==> src/cpg_pkg.sv <==
package cpg_pkg;

  ////////////////////////////////////////////////////////////////////////////
  // Register indices, byte address is four times the index
  localparam logic [7:0] LANE_POWER_AND_POLARITY_IDX = 8'h30;
  localparam logic [7:0] CH13_GAIN_OFFSET_PRIMARY_IDX = 8'h31;
  localparam logic [7:0] CH13_OFFSET_SECONDARY_IDX = 8'h32;
  localparam logic [7:0] GLOBAL_ENABLE_IDX = 8'h34;
  localparam logic [7:0] BLOCK_STATUS_IDX = 8'h35;

  // Reset values
  localparam logic [15:0] LANE_POWER_AND_POLARITY_RST = 16'h0000;
  localparam logic [15:0] CH13_GAIN_OFFSET_PRIMARY_RST = 16'h0000;
  localparam logic [15:0] CH13_OFFSET_SECONDARY_RST = 16'h0000;
  localparam logic [1:0] GLOBAL_ENABLE_RST = 2'h0;

  ////////////////////////////////////////////////////////////////////////////
  // Field positions of the power and polarity register
  localparam int DIG_PD_LSB = 12;
  localparam int SER_PD_LSB = 8;
  localparam int ANA_PD_LSB = 4;
  localparam int FLIP_LSB = 0;
  localparam int LANES = 4;

  // Field positions of the lane 13 registers
  localparam int GAIN_MSB = 15;
  localparam int GAIN_LSB = 11;
  localparam int OFFS_MSB = 9;
  localparam int OFFS_LSB = 0;
  localparam logic [15:0] PRIMARY_MASK = 16'hFBFF;
  localparam logic [15:0] SECONDARY_MASK = 16'h03FF;

  // Global enable field positions
  localparam int GAIN_EN_BIT = 0;
  localparam int OFFS_EN_BIT = 1;

  ////////////////////////////////////////////////////////////////////////////
  // Sample datapath sizes
  localparam int SAMPLE_W = 14;
  localparam int OFFS_W = 10;
  localparam int GAIN_FRAC = 10;
  localparam int GAIN_W = 12;
  localparam logic signed [SAMPLE_W-1:0] SAMPLE_MAX = 14'sh1FFF;
  localparam logic signed [SAMPLE_W-1:0] SAMPLE_MIN = -14'sh2000;

  // Linear factor for N steps of 0.2 dB, scaled by 2**10
  function automatic logic [11:0] gain_factor(input logic [4:0] n);
    logic [11:0] f;
    f = 12'h400;
    unique case (n)
      5'h00: f = 12'h400;
      5'h01: f = 12'h418;
      5'h02: f = 12'h430;
      5'h03: f = 12'h449;
      5'h04: f = 12'h463;
      5'h05: f = 12'h47D;
      5'h06: f = 12'h498;
      5'h07: f = 12'h4B3;
      5'h08: f = 12'h4CF;
      5'h09: f = 12'h4EC;
      5'h0A: f = 12'h509;
      5'h0B: f = 12'h527;
      5'h0C: f = 12'h546;
      5'h0D: f = 12'h565;
      5'h0E: f = 12'h585;
      5'h0F: f = 12'h5A6;
      5'h10: f = 12'h5C8;
      5'h11: f = 12'h5EB;
      5'h12: f = 12'h60E;
      5'h13: f = 12'h632;
      5'h14: f = 12'h657;
      5'h15: f = 12'h67D;
      5'h16: f = 12'h6A3;
      5'h17: f = 12'h6CB;
      5'h18: f = 12'h6F4;
      5'h19: f = 12'h71D;
      5'h1A: f = 12'h747;
      5'h1B: f = 12'h773;
      5'h1C: f = 12'h79F;
      5'h1D: f = 12'h7CD;
      5'h1E: f = 12'h7FB;
      5'h1F: f = 12'h82B;
    endcase
    return f;
  endfunction

  // Bus handshake states
  typedef enum logic [1:0] {
    ST_IDLE = 2'b01,
    ST_ACK = 2'b10
  } cpg_bus_state_t;

endpackage

==> src/cpg_lane_stage.sv <==
`timescale 1ns/10ps
`default_nettype none

module cpg_lane_stage (
  input wire logic sys_clk_i,
  input wire logic nrst_i,
  input wire logic [cpg_pkg::SAMPLE_W-1:0] sample_i,
  input wire logic valid_i,
  input wire logic pattern_i,
  input wire logic flip_i,
  input wire logic dig_pd_i,
  output logic [cpg_pkg::SAMPLE_W-1:0] sample_o,
  output logic valid_o
);

  logic [cpg_pkg::SAMPLE_W-1:0] sample_reg; // Registered lane data
  logic [cpg_pkg::SAMPLE_W-1:0] sample_next;
  logic valid_reg; // Registered lane valid
  logic valid_next;

  //////////////////////////////////////////////////////////////////////////
  // Next lane value
  always_comb
  begin
    sample_next = sample_i;
    valid_next = valid_i;
    if (dig_pd_i)
    begin
      // Digital block off, lane goes quiet
      sample_next = '0;
      valid_next = 1'b0;
    end
    else if (flip_i && !pattern_i)
    begin
      // Only real samples are inverted, patterns pass
      sample_next = ~sample_i;
    end
  end

  // Register stage
  always_ff @(posedge sys_clk_i or negedge nrst_i)
  begin
    if (!nrst_i)
    begin
      sample_reg <= '0;
      valid_reg <= 1'b0;
    end
    else
    begin
      sample_reg <= sample_next;
      valid_reg <= valid_next;
    end
  end

  assign sample_o = sample_reg;
  assign valid_o = valid_reg;

endmodule
`default_nettype wire

==> src/cpg_regs.sv <==
// What this block does
// - Bits 15..12 power down digital lanes 12..9
// - Bits 11..8 power down serial outputs 12..9
// - Bits 7..4 power down analog lanes 12..9
// - Bits 3..0 invert sample data lanes 12..9
// - Inversion never touches test-pattern data
// - All these bits reset to zero, normal
// - Gain enabled: lane 13 gain N x 0.2dB
// - Offset is 10-bit two's complement, 14-bit LSB
// - Offset added only while offset enable set
`timescale 1ns/10ps
`default_nettype none

module cpg_regs (
  input wire logic sys_clk_i,
  input wire logic nrst_i,
  input wire logic [7:0] avs_address_i,
  input wire logic avs_read_i,
  input wire logic avs_write_i,
  input wire logic [31:0] avs_writedata_i,
  input wire logic [3:0] avs_byteenable_i,
  output logic [31:0] avs_readdata_o,
  output logic avs_waitrequest_o,
  input wire logic [3:0][cpg_pkg::SAMPLE_W-1:0] lane_sample_i,
  input wire logic [3:0] lane_valid_i,
  input wire logic [3:0] lane_pattern_i,
  output logic [3:0][cpg_pkg::SAMPLE_W-1:0] lane_sample_o,
  output logic [3:0] lane_valid_o,
  output logic [3:0] digital_powerdown_o,
  output logic [3:0] serial_out_powerdown_o,
  output logic [3:0] analog_powerdown_o,
  input wire logic [cpg_pkg::SAMPLE_W-1:0] lane13_sample_i,
  input wire logic lane13_valid_i,
  input wire logic lane13_pattern_i,
  output logic [cpg_pkg::SAMPLE_W-1:0] lane13_sample_o,
  output logic lane13_valid_o
);

  ////////////////////////////////////////////////////////////////////////////
  // Register state
  logic [15:0] power_reg; // Power and polarity
  logic [15:0] power_next;
  logic [15:0] primary_reg; // Lane 13 gain and offset
  logic [15:0] primary_next;
  logic [15:0] secondary_reg; // Lane 13 offset copy
  logic [15:0] secondary_next;
  logic [1:0] enable_reg; // Global gain and offset enables
  logic [1:0] enable_next;

  // Bus handshake state
  cpg_pkg::cpg_bus_state_t state_reg; // Handshake phase
  cpg_pkg::cpg_bus_state_t state_next;
  logic wait_reg; // Registered waitrequest
  logic wait_next;
  logic [31:0] rdata_reg; // Registered read data
  logic [31:0] rdata_next;

  ////////////////////////////////////////////////////////////////////////////
  // Lane 13 datapath sizes
  localparam int PROD_W = cpg_pkg::SAMPLE_W + cpg_pkg::GAIN_W + 1;
  localparam int SCALED_W = PROD_W - cpg_pkg::GAIN_FRAC;
  localparam int SUM_W = SCALED_W + 1;

  // Lane 13 datapath state
  logic signed [SCALED_W-1:0] scaled_reg; // Sample after gain
  logic signed [SCALED_W-1:0] scaled_next;
  logic scaled_valid_reg; // Valid beside the scaled sample
  logic scaled_valid_next;
  logic scaled_pattern_reg; // Pattern flag beside it
  logic scaled_pattern_next;
  logic [cpg_pkg::SAMPLE_W-1:0] out13_reg; // Lane 13 output sample
  logic [cpg_pkg::SAMPLE_W-1:0] out13_next;
  logic out13_valid_reg; // Lane 13 output valid
  logic out13_valid_next;

  // Lane 13 arithmetic helpers
  logic signed [cpg_pkg::SAMPLE_W-1:0] in13_s; // Input as signed
  logic signed [cpg_pkg::GAIN_W:0] factor_s; // Gain factor, positive
  logic signed [PROD_W-1:0] product_s; // Full product
  logic signed [SUM_W-1:0] offset_s; // Offset, sign extended
  logic signed [SUM_W-1:0] sum_s; // Scaled sample plus offset

  // Decoded request
  logic hit_power; // Address selects power register
  logic hit_primary; // Address selects gain and offset
  logic hit_secondary; // Address selects offset copy
  logic hit_enable; // Address selects global enables
  logic wr_accept; // Write completes this edge
  logic [15:0] read_word; // Selected register contents

  ////////////////////////////////////////////////////////////////////////////
  // Byte-lane merge of a write into a register
  function automatic logic [15:0] merge16(
    input logic [15:0] old_v,
    input logic [15:0] new_v,
    input logic [1:0] be
  );
    logic [15:0] m;
    m = old_v;
    // Low byte only when its enable is set
    if (be[0])
    begin
      m[7:0] = new_v[7:0];
    end
    // High byte only when its enable is set
    if (be[1])
    begin
      m[15:8] = new_v[15:8];
    end
    return m;
  endfunction

  ////////////////////////////////////////////////////////////////////////////
  // Address decode, shared by reads and writes
  always_comb
  begin
    hit_power = (avs_address_i == cpg_pkg::LANE_POWER_AND_POLARITY_IDX);
    hit_primary = (avs_address_i == cpg_pkg::CH13_GAIN_OFFSET_PRIMARY_IDX);
    hit_secondary = (avs_address_i == cpg_pkg::CH13_OFFSET_SECONDARY_IDX);
    hit_enable = (avs_address_i == cpg_pkg::GLOBAL_ENABLE_IDX);
    // A write lands only in the cycle waitrequest is low
    wr_accept = (state_reg == cpg_pkg::ST_ACK) && avs_write_i;
  end

  // Read multiplexer, unmapped words read as zero
  always_comb
  begin
    read_word = 16'h0000;
    if (hit_power)
    begin
      read_word = power_reg;
    end
    else if (hit_primary)
    begin
      read_word = primary_reg;
    end
    else if (hit_secondary)
    begin
      read_word = secondary_reg;
    end
    else if (hit_enable)
    begin
      read_word = {14'h0000, enable_reg};
    end
  end

  ////////////////////////////////////////////////////////////////////////////
  // Handshake: request seen, then one cycle with waitrequest low
  always_comb
  begin
    state_next = state_reg;
    wait_next = wait_reg;
    rdata_next = rdata_reg;
    unique case (state_reg)
      cpg_pkg::ST_IDLE:
      begin
        // Answer comes one cycle after the request is seen
        if (avs_read_i || avs_write_i)
        begin
          state_next = cpg_pkg::ST_ACK;
          wait_next = 1'b0;
          // Read data captured now, stands through the answer cycle
          if (avs_read_i)
          begin
            rdata_next = {16'h0000, read_word};
          end
        end
      end
      cpg_pkg::ST_ACK:
      begin
        // Answer given, back to waiting
        state_next = cpg_pkg::ST_IDLE;
        wait_next = 1'b1;
      end
      default:
      begin
        // Illegal code, recover to idle
        state_next = cpg_pkg::ST_IDLE;
        wait_next = 1'b1;
      end
    endcase
  end

  // Handshake registers
  always_ff @(posedge sys_clk_i or negedge nrst_i)
  begin
    if (!nrst_i)
    begin
      state_reg <= cpg_pkg::ST_IDLE;
      wait_reg <= 1'b1;
      rdata_reg <= 32'h00000000;
    end
    else
    begin
      state_reg <= state_next;
      wait_reg <= wait_next;
      rdata_reg <= rdata_next;
    end
  end

  ////////////////////////////////////////////////////////////////////////////
  // Register writes, unused bits kept at zero
  always_comb
  begin
    power_next = power_reg;
    primary_next = primary_reg;
    secondary_next = secondary_reg;
    enable_next = enable_reg;
    if (wr_accept)
    begin
      // Power and polarity bits, all writable
      if (hit_power)
      begin
        power_next = merge16(power_reg, avs_writedata_i[15:0],
          avs_byteenable_i[1:0]);
      end
      // Gain and offset, bit 10 forced low
      if (hit_primary)
      begin
        primary_next = merge16(primary_reg, avs_writedata_i[15:0],
          avs_byteenable_i[1:0]) & cpg_pkg::PRIMARY_MASK;
      end
      // Offset copy, upper bits forced low
      if (hit_secondary)
      begin
        secondary_next = merge16(secondary_reg, avs_writedata_i[15:0],
          avs_byteenable_i[1:0]) & cpg_pkg::SECONDARY_MASK;
      end
      // Global enables live in the low byte
      if (hit_enable && avs_byteenable_i[0])
      begin
        enable_next = avs_writedata_i[1:0];
      end
    end
  end

  // Register bank, everything clears to normal operation
  always_ff @(posedge sys_clk_i or negedge nrst_i)
  begin
    if (!nrst_i)
    begin
      power_reg <= cpg_pkg::LANE_POWER_AND_POLARITY_RST;
      primary_reg <= cpg_pkg::CH13_GAIN_OFFSET_PRIMARY_RST;
      secondary_reg <= cpg_pkg::CH13_OFFSET_SECONDARY_RST;
      enable_reg <= cpg_pkg::GLOBAL_ENABLE_RST;
    end
    else
    begin
      power_reg <= power_next;
      primary_reg <= primary_next;
      secondary_reg <= secondary_next;
      enable_reg <= enable_next;
    end
  end

  ////////////////////////////////////////////////////////////////////////////
  // Lanes 9 to 12, index 0 is lane 9
  genvar g;
  generate
    for (g = 0; g < cpg_pkg::LANES; g++)
    begin : g_lane
      cpg_lane_stage u_stage (
        .sys_clk_i(sys_clk_i),
        .nrst_i(nrst_i),
        .sample_i(lane_sample_i[g]),
        .valid_i(lane_valid_i[g]),
        .pattern_i(lane_pattern_i[g]),
        .flip_i(power_reg[cpg_pkg::FLIP_LSB + g]),
        .dig_pd_i(power_reg[cpg_pkg::DIG_PD_LSB + g]),
        .sample_o(lane_sample_o[g]),
        .valid_o(lane_valid_o[g])
      );
    end
  endgenerate

  ////////////////////////////////////////////////////////////////////////////
  // Lane 13 first stage: gain, patterns pass untouched
  always_comb
  begin
    in13_s = lane13_sample_i;
    factor_s = {1'b0, cpg_pkg::gain_factor(
      primary_reg[cpg_pkg::GAIN_MSB:cpg_pkg::GAIN_LSB])};
    product_s = in13_s * factor_s;
    // Unity path when gain is off, sign extended
    scaled_next = SCALED_W'(in13_s);
    if (enable_reg[cpg_pkg::GAIN_EN_BIT] && !lane13_pattern_i)
    begin
      // Drop the fraction bits of the factor
      scaled_next = product_s[PROD_W-1:cpg_pkg::GAIN_FRAC];
    end
    scaled_valid_next = lane13_valid_i;
    scaled_pattern_next = lane13_pattern_i;
  end

  // Lane 13 second stage: offset and saturation
  always_comb
  begin
    offset_s = '0;
    if (enable_reg[cpg_pkg::OFFS_EN_BIT] && !scaled_pattern_reg)
    begin
      // Ten-bit two's complement, one step per sample LSB
      offset_s = {{(SUM_W - cpg_pkg::OFFS_W){primary_reg[cpg_pkg::OFFS_MSB]}},
        primary_reg[cpg_pkg::OFFS_MSB:cpg_pkg::OFFS_LSB]};
    end
    sum_s = {scaled_reg[SCALED_W-1], scaled_reg} + offset_s;
    out13_next = sum_s[cpg_pkg::SAMPLE_W-1:0];
    // Clip instead of wrapping at full scale
    if (sum_s > SUM_W'(cpg_pkg::SAMPLE_MAX))
    begin
      out13_next = cpg_pkg::SAMPLE_MAX;
    end
    else if (sum_s < SUM_W'(cpg_pkg::SAMPLE_MIN))
    begin
      out13_next = cpg_pkg::SAMPLE_MIN;
    end
    out13_valid_next = scaled_valid_reg;
  end

  // Lane 13 pipeline registers
  always_ff @(posedge sys_clk_i or negedge nrst_i)
  begin
    if (!nrst_i)
    begin
      scaled_reg <= '0;
      scaled_valid_reg <= 1'b0;
      scaled_pattern_reg <= 1'b0;
      out13_reg <= '0;
      out13_valid_reg <= 1'b0;
    end
    else
    begin
      scaled_reg <= scaled_next;
      scaled_valid_reg <= scaled_valid_next;
      scaled_pattern_reg <= scaled_pattern_next;
      out13_reg <= out13_next;
      out13_valid_reg <= out13_valid_next;
    end
  end

  ////////////////////////////////////////////////////////////////////////////
  // Outputs, each straight from a register
  assign avs_readdata_o = rdata_reg;
  assign avs_waitrequest_o = wait_reg;
  // Power controls taken directly from the register bits
  assign digital_powerdown_o =
    power_reg[cpg_pkg::DIG_PD_LSB +: cpg_pkg::LANES];
  assign serial_out_powerdown_o =
    power_reg[cpg_pkg::SER_PD_LSB +: cpg_pkg::LANES];
  assign analog_powerdown_o =
    power_reg[cpg_pkg::ANA_PD_LSB +: cpg_pkg::LANES];
  // Lane 13 result
  assign lane13_sample_o = out13_reg;
  assign lane13_valid_o = out13_valid_reg;

  // The offset copy is only kept for software; the datapath reads
  // the primary copy, so a mismatch between the two is not caught.

endmodule
`default_nettype wire

==> config.mk <==
export PLATFORM = sky130hd
export DESIGN_NAME = cpg_regs
export DESIGN_NICKNAME = d
export VERILOG_FILES = /design/src/cpg_pkg.sv /design/src/cpg_lane_stage.sv /design/src/cpg_regs.sv
export SDC_FILE = /design/constraint.sdc
export NUM_CORES = 1
export LEC_CHECK = 0
export ABC_AREA = 1
export BUFFER_PORTS_ARGS = -buffer_cell sky130_fd_sc_hd__clkbuf_2
export CAP_MARGIN = 20
export CORE_UTILIZATION = 35
export CTS_CLUSTER_SIZE = 30
export DETAILED_ROUTE_END_ITERATION = 8
export PLACE_DENSITY = 0.65
export REMOVE_ABC_BUFFERS = 1
export SLEW_MARGIN = 10
export SYNTH_ARGS = -nofsm -noshare
export SYNTH_HDL_FRONTEND = slang
export SYNTH_SLANG_ARGS = --single-unit
==> constraint.sdc <==
create_clock -name sys_clk_i -period 18.7 [get_ports sys_clk_i]
set_input_delay 1.87 -clock sys_clk_i [delete_from_list [all_inputs] [get_ports sys_clk_i]]
set_output_delay 1.87 -clock sys_clk_i [all_outputs]
set_load 0.01 [all_outputs]
Word level (Yosys, flattened, before mapping)
Memories as Yosys holds them, arrays and structs flattened.
Index checks and enable logic that the tools add are counted.
{"block": "totals", "wordCells": 86, "n_memories": 1, "output_inout_bits": 120, "rom_bits": 384, "in_bits": 128, "ff_bits": 156}
{"name": "(no name shown)", "words": 32, "word_bits": 12, "rd": 1, "rd_clocked_by_memory_dff": 0, "write_ports": 0, "line": "cpg_pkg.sv:50", "source": "unique case (n)"}
{"block": "op_classes", "bitwise": 4, "n_addsub": 1, "n_eq_ne": 7, "n_lt_le_gt_ge": 2, "muxes": 24, "reduce_logical": 23, "mul": 1}
{"operator": "$mux 14", "n": 10}
{"operator": "$not 14->14", "n": 4}
{"operator": "$eq 8x6->1 const B", "n": 4}
{"operator": "$mux 16", "n": 2}
{"operator": "$mul 14x13->27", "n": 1}
{"operator": "$reduce_and 3->1", "n": 7}
{"operator": "$add 18x18->18", "n": 1}
{"operator": "$gt 18x14->1 const B", "n": 1}
{"operator": "$lt 18x14->1 const B", "n": 1}
{"operator": "$mux 18", "n": 1}
{"operator": "$mux 17", "n": 1}
{"operator": "$mux 10", "n": 1}
{"operator": "$logic_and 1x1->1", "n": 8}
{"operator": "$logic_not 1->1", "n": 6}
{"operator": "$mux 1", "n": 6}
{"operator": "$mux 2", "n": 3}
{"operator": "$eq 2x1->1 const B", "n": 1}
{"operator": "$eq 2x2->1 const B", "n": 1}
{"operator": "$ne 2x2->1 const B", "n": 1}
{"operator": "$reduce_and 2->1", "n": 1}
{"operator": "$logic_or 1x1->1", "n": 1}

Logic depth before layout (Yosys ltp)
Gate-level depths: netlist (run 1).
{"block": "depth", "word_depth": 7, "depth_mapped": 32}

Cells and area by module
From an unflattened synthesis (run 1), not the netlist that was laid out.
{"block": "hier_totals", "hier_cells": 1838, "area_unflattened_um2": 14756.7}
{"mod": "cpg_regs", "seq_area_each_um2": 2378.5, "cells_per_inst": 1514, "area_per_inst_um2": 11823.8, "instances": 1}
{"mod": "cpg_lane_stage", "seq_area_each_um2": 375.4, "cells_per_inst": 81, "area_per_inst_um2": 733.2, "instances": 4}

Worst setup path after synthesis (run 1)
OpenSTA, ideal clock, no wires.
{"block": "synth_timing", "kind": "in2reg", "startpoint": "in lane13_sample_i[13] (netlist name)", "endpoint": "reg scaled_reg[15]", "arrival_time_ns": 6.278, "slack_ns": 12.299, "n_path_buf": 1, "required_ns": 18.577, "cell_stages": 21, "setup_ns": 0.123, "cell_sequence": "buf_2 inv_1 nor2_1 inv_1 fa_1 fa_1 inv_1 fa_1 fa_1 inv_1 fa_1 inv_1 ha_1 a21oi_1 o21ai_0 a21oi_1 o21ai_0 a31oi_1 nand2_1 o21ai_0 nand2_1"}
{"block": "synth_via", "elab_chain_cells": 2}
{"element": "start: declaration", "line": "cpg_regs.sv:32", "source": "input wire logic [cpg_pkg::SAMPLE_W-1:0] lane13_sample_i,"}
{"element": "$mul 14x13->27", "line": "cpg_regs.sv:283", "source": "product_s = in13_s * factor_s;"}
{"element": "$mux 17 (*)", "line": "cpg_regs.sv:286", "source": "if (enable_reg[cpg_pkg::GAIN_EN_BIT] && !lane13_pattern_i)"}
{"element": "net scaled_next[15]", "line": "cpg_regs.sv:66", "source": "logic signed [SCALED_W-1:0] scaled_next;"}
{"element": "end signal: assignment", "line": "cpg_regs.sv:332", "source": "scaled_reg <= scaled_next;"}
{"element": "end: declaration", "line": "cpg_regs.sv:65", "source": "logic signed [SCALED_W-1:0] scaled_reg;"}
The timed path passes the listed nets; every way through them passes the cells marked *.
A chain may end at the register's enable or synchronous reset.

Final worst setup path (run 1)
{"block": "layout_timing", "startpoint": "reg primary_reg[13]", "endpoint": "reg scaled_reg[15]"}
{"block": "layout_via", "elab_chain_cells": 3}
{"element": "start: declaration", "line": "cpg_regs.sv:43", "source": "logic [15:0] primary_reg;"}
{"element": "start signal: assignment", "line": "cpg_regs.sv:243", "source": "primary_reg <= cpg_pkg::CH13_GAIN_OFFSET_PRIMARY_RST;"}
{"element": "start signal: assignment", "line": "cpg_regs.sv:250", "source": "primary_reg <= primary_next;"}
{"element": "$mem_v2 32x12"}
{"element": "$mul 14x13->27", "line": "cpg_regs.sv:283"}
{"element": "$mux 17", "line": "cpg_regs.sv:286"}
{"element": "net scaled_next[15]", "line": "cpg_regs.sv:66"}
The timed path passes the listed nets, and every way through them passes these cells.

==> flow_metrics.py, run 1 <==
metrics = {
    "outcome": {
        "status": "completed",
    },
    "global_route": {
        "grt_pass1_wl_mm": 62.4,
        "grt_pass1_vias": 12300,
        "antenna_found_initial": 0,
        "grt_usage_pct": 19.0,
        "grt_max_degree": 91,
        "grt_overflow": 0,
    },
    "cells_and_area": {
        "area_growth_pct": 14.3,
        "largest_reg_flops": 56,
        "final_area_um2": 16300,
        "finalNetCount": 2336,
        "fill_cells": 4015,
        "antenna_cells": 0,
        "layoutNonFillerInstCount": 2500,
        "drive_gt1_share_pct": 14.5,
        "final_core_util_pct": 40.9,
    },
    "drt": {
        "wire_per_inst_um": 15.2,
        "vias": 12000,
        "post-route-drc-count": 0,
        "drt_wl_total_mm": 38.0,
        "drt_first_pass_iters": 5,
        "drt_iter0_drc": 666,
        "viasPerCell": 4.79,
        "ant_nets": 0,
    },
    "die": {
        "chipHeight_um": 204,
        "core_area_um2": 39900,
        "die-area_um2": 41600,
        "die_w_um": 204,
        "io_pins": 248,
        "row_count": 73,
        "start_util_pct": 35.7,
    },
    "logic_synthesis": {
        "syn_inst": 1778,
        "synth_edf_count": 0,
        "syn_avg_cell_area_um2": 8.02,
        "async_reset_ff_share_pct": 100,
        "ys_ff_latch": 155,
        "synthesis.area_um2": 14300,
        "yosysWarningCount": 0,
        "seq_area_frac_synth_pct": 27.2,
        "ys_types": 49,
        "synthFlopType": "dfrtp_1",
    },
    "cts": {
        "postCtsSetupBuffers": 0,
        "clkTransAtPathRegs_ns": 0.07,
        "tritoncts": "done",
        "cts_resized": 0,
        "postCtsHoldBufs": 0,
        "cts_buffers": 17,
        "insertion_delay_ns": 0.43,
        "clock-sinks": 155,
        "cts_root_buffer": "clkbuf_16",
        "htreeDepth": 4,
        "clockBufferDepth": 2,
    },
    "critical_path": {
        "required_ns": 19.01,
        "end_kind": "flop",
        "worstPathArrival_ns": 7.31,
        "start_kind": "flop",
        "reg2reg_slack_ns": 11.70,
        "worstReg2RegStart": "primary_reg[13]$_DFFE_PN0P_",
        "r2r_cells": 26,
        "crit_path_max_fanout": 17,
        "path_class": "flop to flop",
        "r2r_end": "scaled_reg[15]$_DFF_PN0_",
    },
    "sta": {
        "totalNegativeSetupSlack_ns": 0,
        "fin_crit_sh_pct": 37.4,
        "finalSetupViolations": 0,
        "clock.fmax_mhz": 143,
        "slew_violations": 0,
        "worstMarginPinSlew_ns": 0.910,
        "hold_viol_final": 0,
        "rsz0062_at_grt": "false",
        "slew_headroom_pct": 39.1,
        "finClkSkew_ns": 0.0132,
        "period_needed_ns": 7.00,
    },
    "power": {
        "ir_worst_vdd_uv": 40.6,
        "leakage_nw": 8.70,
        "p_total_mw": 0.874,
        "power_density_nw_per_um2": 53.6,
    },
    "placement": {
        "port-buffer-count": 213,
        "gp_congestion": 0.915,
        "hpwl_mm": 31.1,
        "dpl.cell_count": 2468,
        "placed_area_um2": 15700,
    },
    "flow_run": {
        "drv_cap": 0,
    },
    "hold_path": {
        "hp-class": "flop to flop",
        "hold_depth": 0,
        "min_delay_worst_endpoint": "lane13_valid_o$_DFF_PN0_",
        "worstHoldStart": "out13_valid_next$_DFF_PN0_",
    },
}
[synthesized netlist by cell type, types with 5 or more instances]
cell | n | share of area, %
inv_1 | 395 | 10
nand2_1 | 318 | 8.4
nor2_1 | 169 | 4.4
fa_1 | 156 | 22
dfrtp_1 | 154 | 27
o21ai_0 | 147 | 5.2
a21oi_1 | 111 | 3.9
ha_1 | 90 | 7.9
clkbuf_1 | 32 | 0.84
nand3_1 | 30 | 1.1
buf_4 | 24 | 1.3
xnor2_1 | 16 | 0.98
xor2_1 | 13 | 0.80
nor3_1 | 12 | 0.42
nand2_2 | 9 | 0.39
nand4_1 | 9 | 0.39
a221oi_1 | 8 | 0.49
buf_2 | 6 | 0.21
clkinv_1 | 6 | 0.16
o21ai_1 | 6 | 0.21
buf_1 | 5 | 0.13
inv_2 | 5 | 0.13
o22ai_1 | 5 | 0.22
[worst max-delay path by stage]
stage                                     endpoint  cells after the start  slack, ns                   startpoint
after floorplan           scaled_reg[15]$_DFF_PN0_                     21      12.46          lane13_sample_i[13]
after global placement    scaled_reg[15]$_DFF_PN0_                     22      11.57          lane13_sample_i[13]
after detailed placement  scaled_reg[15]$_DFF_PN0_                     22      11.45          lane13_sample_i[13]
after CTS                 scaled_reg[15]$_DFF_PN0_                     26      11.76  primary_reg[13]$_DFFE_PN0P_
after global routing      scaled_reg[15]$_DFF_PN0_                     26      11.16  primary_reg[13]$_DFFE_PN0P_
final                     scaled_reg[15]$_DFF_PN0_                     26      11.70  primary_reg[13]$_DFFE_PN0P_
[cell usage in the layout (no fill, tap or decap), types with 17 or more instances in the layout]
cell	count
a21oi_1	111
inv_1	395
o21ai_0	147
nor2_1	169
dfrtp_1	154
clkbuf_2	212
ha_1	90
nand3_1	30
fa_1	156
clkbuf_16	17
nand2_1	318
[per-layer routing]
layer	up-vias	GRT usage, %	wire length, um
met4	0	7.33	1210
met1	5741	23.3	16000
met3	66	3.70	2540
met5	-	0	0
li1	5772	-	-
met2	387	32.6	18300
[report_power, final]
group	switching (mW)	leakage (nW)	internal, mW	total, mW
combinational	0.111	6.49	0.0589	0.170
sequential	0.00582	1.93	0.350	0.356
clock	0.148	0.284	0.199	0.348
total	0.265	8.70	0.608	0.874
[layout make-up]
class | instances | area, um^2 | share of cell area (%)
clock inverter | 14 | 158 | 0.967
clock buffer | 18 | 429 | 2.63
multi-input combinational | 1163 | 8540 | 52.4
tap | 525 | 657 | 4.03
timing repair buffer | 219 | 1120 | 6.85
inverter | 406 | 1520 | 9.35
sequential | 155 | 3880 | 23.8
[stage by stage]
step	setup WS, ns	hold WS [ns]
CTS	11.76	0.355
global route	11.16	0.371
global placement	11.57	0.338
floorplan	12.46	0.331
finish	11.70	0.353
detailed placement	11.45	0.339
[critical path: stages, from the launching register on]
cell and delay (ns):
dfrtp_1 0.69, inv_2 0.23, ha_1 0.35, a21oi_1 0.14, o21ai_0 0.10, nand2_1 0.32
inv_1 0.27, nor2_1 0.26, inv_1 0.13, fa_1 0.66, inv_1 0.11, fa_1 0.48
fa_1 0.52, inv_1 0.05, fa_1 0.47, fa_1 0.51, inv_1 0.05, ha_1 0.31
inv_1 0.09, nor3_1 0.40, a21oi_1 0.12, o21ai_0 0.16, a31oi_1 0.08, nand2_1 0.15
a21oi_1 0.07, o21ai_0 0.11, nand2_1 0.07
[kinds of logic (layout without fill, tap and decap cells)]
logic type,count (synthesis),in the layout,share of synthesized area [%]
and+or+nand+nor,564,564,16.1
buffers and inverters,475,657,13.3
AOI/OAI and AO/OA,308,308,11.8
adders and majority gates,246,246,29.8
DFF,155,155,27.2
xor gates and xnor gates,29,29,1.78
other,1,16,0.0263
Note: power is estimated with default switching activity, not from simulation.
==> inputs of run 2 (changes only) <==
ABC_AREA = 0   (was 1)
PLACE_DENSITY = 0.67   (was 0.65)
clock period = 5.6 ns   (was 18.7 ns; I/O delays follow)
==> flow_metrics.py, run 2 <==
metrics = {
    "global_route": {
        "grt_max_degree": 89,
        "grt_pass1_wl_mm": 60.4,
        "antenna_found_initial": 1,
        "grt_overflow": 0,
        "grt_usage_pct": 18.7,
        "grt_pass1_vias": 11800,
    },
    "logic_synthesis": {
        "yosysTopAreaCell": "dfrtp_1",
        "syn_inst": 1439,
        "synthesis.area_um2": 13900,
        "yosys-top-cells-area": "dfrtp_1 28%, fa_1 23%, ha_1 8.1%",
        "synth_common_cells": "238 x inv_1, 156 x fa_1, 154 x dfrtp_1",
        "ys_ff_latch": 155,
        "syn_avg_cell_area_um2": 9.63,
        "synth_top_area_share_pct": 27.8,
        "synthMostInstantiatedCell": "inv_1",
        "async_reset_ff_share_pct": 100,
        "synthFlopType": "dfrtp_1",
        "ys_types": 65,
        "yosysWarningCount": 0,
        "seq_area_frac_synth_pct": 28.0,
        "synth_edf_count": 0,
    },
    "cts": {
        "cts_root_buffer": "clkbuf_16",
        "clockBufferDepth": 2,
        "insertion_delay_ns": 0.44,
        "tritoncts": "done",
        "cts_buffers": 17,
        "clkTransAtPathRegs_ns": 0.07,
        "htreeDepth": 4,
        "postCtsHoldBufs": 0,
        "clock-sinks": 155,
    },
    "sta": {
        "finClkSkew_ns": 0.0171,
        "slew_headroom_pct": 32.8,
        "period_needed_ns": 6.39,
        "layout_setup_ws_ns": -0.789,
        "hold_viol_final": 0,
        "worstMarginPinSlew_ns": 1.01,
        "rsz0062_at_grt": "true",
        "fin_crit_sh_pct": 114,
        "clock.fmax_mhz": 157,
        "slew_violations": 0,
        "finalSetupViolations": 16,
    },
    "critical_path": {
        "crit_path_max_fanout": 5,
        "required_ns": 5.98,
        "path_class": "flop to flop",
        "worstPathArrival_ns": 6.76,
        "reg2reg_slack_ns": -0.79,
        "end_kind": "flop",
        "start_kind": "flop",
    },
    "placement": {
        "hpwl_mm": 29.3,
        "port-buffer-count": 213,
        "dp_slack_ns": -1.24,
        "gp_congestion": 0.877,
    },
    "outcome": {
        "status": "finished with violations",
        "violations": "negative setup slack",
    },
    "die": {
        "die_w_um": 201,
        "start_util_pct": 35.7,
        "chipHeight_um": 201,
        "core_area_um2": 38800,
        "row_count": 72,
        "die-area_um2": 40400,
        "io_pins": 248,
    },
    "power": {
        "switchingPower_mw": 3.30,
        "p_sw_share_pct": 40.3,
        "internal_power_mw": 4.89,
        "p_seq_share_pct": 14.5,
        "clock_power_share_pct": 14.0,
        "power_density_nw_per_um2": 457,
        "ir_worst_vdd_uv": 396,
        "p_total_mw": 8.19,
        "leakage_nw": 9.05,
        "comb_power_share_pct": 71.5,
    },
    "cells_and_area": {
        "largest_reg_flops": 56,
        "final_cell_mix": "221 x inv_1, 212 x clkbuf_2, 178 x buf_4",
        "final_core_util_pct": 46.1,
        "finalNetCount": 2171,
        "final_common_cell": "inv_1",
        "drive_gt1_share_pct": 32.3,
        "area_growth_pct": 29.1,
    },
    "drt": {
        "vias": 10900,
        "drt_first_pass_iters": 7,
        "drt_wl_total_mm": 36.2,
        "ant_nets": 0,
        "viasPerCell": 4.70,
        "wire_per_inst_um": 15.6,
        "drt_iter0_drc": 491,
        "post-route-drc-count": 0,
    },
    "hold_path": {
        "hp-class": "input pin to async pin",
    },
    "flow_run": {
        "drv_cap": 0,
    },
}
[run 2: area by class of cell]
type	count	area (um^2)
Timing Repair Buffer	415	2720
Fill cell	3655	20900
Clock buffer	18	439
Multi-Input combinational cell	969	9150
Sequential cell	155	3880
Tap cell	518	648
Antenna cell	1	2.50
Inverter	239	900
Clock inverter	14	151
[run 2: repair_timing]
action / in CTS / in global routing
pin swaps: 77 / 35
endpoints found under the setup margin: 17 / 17
buffers inserted: 18 / 5
gates resized for setup: 116 / 27
hold endpoints to repair: 0 / 0
gates cloned: 4 / 0
[run 2: worst max-delay path, stage by stage, from the launching register on]
cell and delay, ns:
dfrtp_2 0.43, inv_4 0.07, ha_4 0.28, inv_2 0.04, mux4_2 0.49, a21oi_4 0.23, buf_6 0.16, nand2_1 0.07
fa_1 0.40, fa_1 0.54, inv_1 0.05, fa_1 0.47, fa_1 0.49, inv_1 0.05, fa_1 0.47, inv_1 0.07
ha_4 0.22, a21o_1 0.17, a21o_1 0.17, a21o_1 0.21, a31o_4 0.25, a41oi_4 0.21, a21oi_2 0.09, buf_4 0.16
or4_1 0.46, nand3_1 0.08
[run 2: per-layer routing]
layer	up-vias	global-route usage [%]	share of wire, %
met5	-	0	0
met1	5422	22.1	42
met4	0	6.13	2.5
met2	268	34.7	52
li1	5208	-	-
met3	48	2.34	4.0
[run 2: final timing paths]
kind                                                   from                                       to  depth (start not counted)
worst max-delay path            primary_reg[12]$_DFFE_PN0P_                 scaled_reg[15]$_DFF_PN0_                         25
worst min-delay path                                 nrst_i  g_lane[0].u_stage.sample_o[3]$_DFF_PN0_                          1
worst max register to register  primary_reg[12]$_DFFE_PN0P_                 scaled_reg[15]$_DFF_PN0_                         25
worst min register to register   out13_valid_next$_DFF_PN0_                 lane13_valid_o$_DFF_PN0_                          0
max in group asynchronous                            nrst_i              primary_reg[12]$_DFFE_PN0P_                          2
min in group sys_clk_i                       lane13_valid_i               out13_valid_next$_DFF_PN0_                          1
[run 2: cell families after synthesis]
group	Yosys count	share of synthesized area (%)
xor gates and xnor gates	89	5.62
and+or+nand+nor	392	13.9
other	1	0.0271
AOI/OAI and AO/OA	183	8.66
buffers and inverters	330	9.63
muxes	43	3.55
DFF	155	28.0
adders and majority gates	246	30.7
[run 2: power groups by stage]
stage / clock [mW] / combinational [mW] / sequential [mW]
2_1_floorplan: 0 / 2.80 / 1.23
3_3_place_gp: 0 / 4.60 / 1.21
3_5_place_dp: 0 / 4.75 / 1.21
4_1_cts: 1.17 / 5.56 / 1.19
5_1_grt: 1.21 / 6.54 / 1.19
6_report: 1.15 / 5.85 / 1.19
[run 2: metrics by stage]
| stage | hold slack (ns) | setup TNS, ns | area (um^2) | cells |
|---|---|---|---|---|
| global placement | 0.334 | -13.63 | 16600 | 2271 |
| CTS | 0.210 | -8.49 | 17800 | 2323 |
| floorplan | 0.264 | -15.58 | 13500 | 1363 |
| global route | 0.223 | -12.66 | 17900 | 2329 |
| detailed placement | 0.339 | -14.95 | 16600 | 2271 |
| finish | 0.171 | -8.76 | 17900 | 2329 |
==> inputs of run 3 (changes only) <==
==> constraint.sdc (replaced) <==
create_clock -name sys_clk_i -period 5.6 [get_ports sys_clk_i]
set_input_delay 1.12 -clock sys_clk_i [delete_from_list [all_inputs] [get_ports sys_clk_i]]
set_output_delay 1.12 -clock sys_clk_i [all_outputs]
set_load 0.01 [all_outputs]
==> flow_metrics.py, run 3 (synthesis results as in run 2) <==
metrics = {
    "outcome": {
        "status": "finished with violations",
        "violations": "negative setup slack",
    },
    "die": {
        "die_w_um": 201,
        "row_count": 72,
        "core_area_um2": 38800,
        "start_util_pct": 35.7,
        "die-area_um2": 40400,
        "chipHeight_um": 201,
        "io_pins": 248,
    },
    "placement": {
        "port-buffer-count": 213,
        "gp_congestion": 0.919,
        "hpwl_mm": 29.4,
    },
    "power": {
        "leakage_nw": 9.05,
        "power_density_nw_per_um2": 453,
        "ir_worst_vdd_uv": 333,
    },
    "drt": {
        "vias": 11000,
        "wire_per_inst_um": 15.7,
        "drt_wl_total_mm": 36.6,
        "drt_iter0_drc": 463,
        "drt_first_pass_iters": 5,
        "post-route-drc-count": 0,
        "viasPerCell": 4.73,
        "ant_nets": 0,
    },
    "sta": {
        "period_needed_ns": 6.38,
        "clock.fmax_mhz": 157,
        "fin_crit_sh_pct": 114,
        "hold_ws_ns": 0.353,
        "finClkSkew_ns": 0.0148,
        "slew_violations": 0,
        "slew_headroom_pct": 33.8,
        "rsz0062_at_grt": "true",
        "layout_setup_ws_ns": -0.783,
        "worstMarginPinSlew_ns": 0.991,
        "totalNegativeSetupSlack_ns": -9.43,
        "hold_viol_final": 0,
        "finalSetupViolations": 17,
    },
    "cells_and_area": {
        "drive_gt1_share_pct": 32.7,
        "largest_reg_flops": 56,
        "area_growth_pct": 29.4,
        "final_cell_mix": "223 x inv_1, 212 x clkbuf_2, 175 x buf_4",
        "finalNetCount": 2169,
        "fill_cells": 3605,
        "final_common_cell": "inv_1",
        "final_core_util_pct": 46.2,
    },
    "critical_path": {
        "required_ns": 5.94,
        "worstReg2RegStart": "primary_reg[12]$_DFFE_PN0P_",
        "crit_slowest_cell": "mux4_2",
        "crit_path_max_fanout": 5,
        "worstSetupEndpoint": "scaled_reg[14]$_DFF_PN0_",
        "r2r_cells": 26,
        "r2r_end": "scaled_reg[14]$_DFF_PN0_",
        "start_kind": "flop",
        "end_kind": "flop",
        "cp_common_cell": "fa_1",
        "max_stage_delay_ns": 0.51,
        "cp-startpoint": "primary_reg[12]$_DFFE_PN0P_",
        "path_class": "flop to flop",
        "path_depth": 26,
        "cpLargestDelayFamily": "adder cells",
        "path_buf_inv": 8,
        "reg2reg_slack_ns": -0.78,
        "worstPathArrival_ns": 6.72,
    },
    "hold_path": {
        "hp-class": "flop to flop",
        "worstHoldStart": "out13_valid_next$_DFF_PN0_",
    },
    "cts": {
        "clockBufferDepth": 2,
        "cts_buffers": 17,
        "tritoncts": "done",
        "clkTransAtPathRegs_ns": 0.08,
        "clock-sinks": 155,
        "postCtsHoldBufs": 0,
        "htreeDepth": 4,
        "insertion_delay_ns": 0.44,
        "cts_root_buffer": "clkbuf_16",
    },
    "global_route": {
        "grt_pass1_vias": 11600,
        "grt_overflow": 0,
        "grt_pass1_wl_mm": 60.1,
        "antenna_found_initial": 1,
        "grt_usage_pct": 18.6,
        "grt_max_degree": 64,
    },
    "flow_run": {
        "drv_cap": 0,
    },
}
-- run 3: cell count changes in the layout (fill, tap and decap cells not counted), moves of 2 or more --
cell / before / now
nor2_4: 0 / 2
nand2_1: 134 / 129
buf_4: 178 / 175
nor2_2: 3 / 0
inv_2: 17 / 14
clkinvlp_4: 0 / 2
o21ai_0: 38 / 36
o21ai_2: 3 / 5
nand2_2: 2 / 7
inv_1: 221 / 223
-- run 3: worst min-delay path by stage --
stage / to / cells past startpoint / slack [ns]
after floorplan: lane13_valid_o$_DFF_PN0_ / 0 / 0.33
after global placement: lane13_valid_o$_DFF_PN0_ / 0 / 0.33
after detailed placement: lane13_valid_o$_DFF_PN0_ / 0 / 0.34
after CTS: lane13_valid_o$_DFF_PN0_ / 0 / 0.36
after global routing: lane13_valid_o$_DFF_PN0_ / 0 / 0.37
final: lane13_valid_o$_DFF_PN0_ / 0 / 0.35
-- run 3: final cells by class --
type / count / area, um^2 / area share, %
tap: 518 / 648 / 3.61
timing repair buffer: 413 / 2700 / 15.1
inverter: 239 / 902 / 5.03
antenna: 1 / 2.50 / 0.0139
clock inverter: 15 / 171 / 0.955
multi-input combinational: 969 / 9210 / 51.3
clock buffer: 17 / 425 / 2.37
sequential: 155 / 3880 / 21.6
-- run 3: stage by stage --
step / area, um^2 / total power [mW] / worst slack [ns] / cells
after CTS: 17500 / 7.63 / -0.761 / 2312
final: 17900 / 8.13 / -0.783 / 2327
after detailed placement: 16500 / 5.94 / -1.16 / 2265
after global routing: 17900 / 8.88 / -1.04 / 2327
after floorplan: 13500 / 4.03 / -1.39 / 1363
after global placement: 16500 / 5.81 / -1.07 / 2265
-- run 3: repair_timing --
action                                  4_1_cts  5_1_grt
cloned                                        2        2
setup buffers                                13       14
endpoints found under the setup margin       17       17
pin swaps                                    50       45
resized for setup                            72       85
-- run 3: power by group --
| group | total (mW) | internal (mW) | switching [mW] | leakage (nW) |
|---|---|---|---|---|
| Sequential | 1.19 | 1.17 | 0.0217 | 1.91 |
| Combinational | 5.78 | 3.01 | 2.77 | 6.85 |
| Clock | 1.15 | 0.636 | 0.519 | 0.288 |
| Total | 8.13 | 4.81 | 3.31 | 9.05 |
-- run 3: per-layer routing --
layer  GRT usage, %  up-vias  share of wire, %
li1               -     5203                 -
met5              0        -                 0
met2           34.7      264                53
met4           4.77        0               1.3
met3           2.53       26               4.1
met1           22.2     5520                42
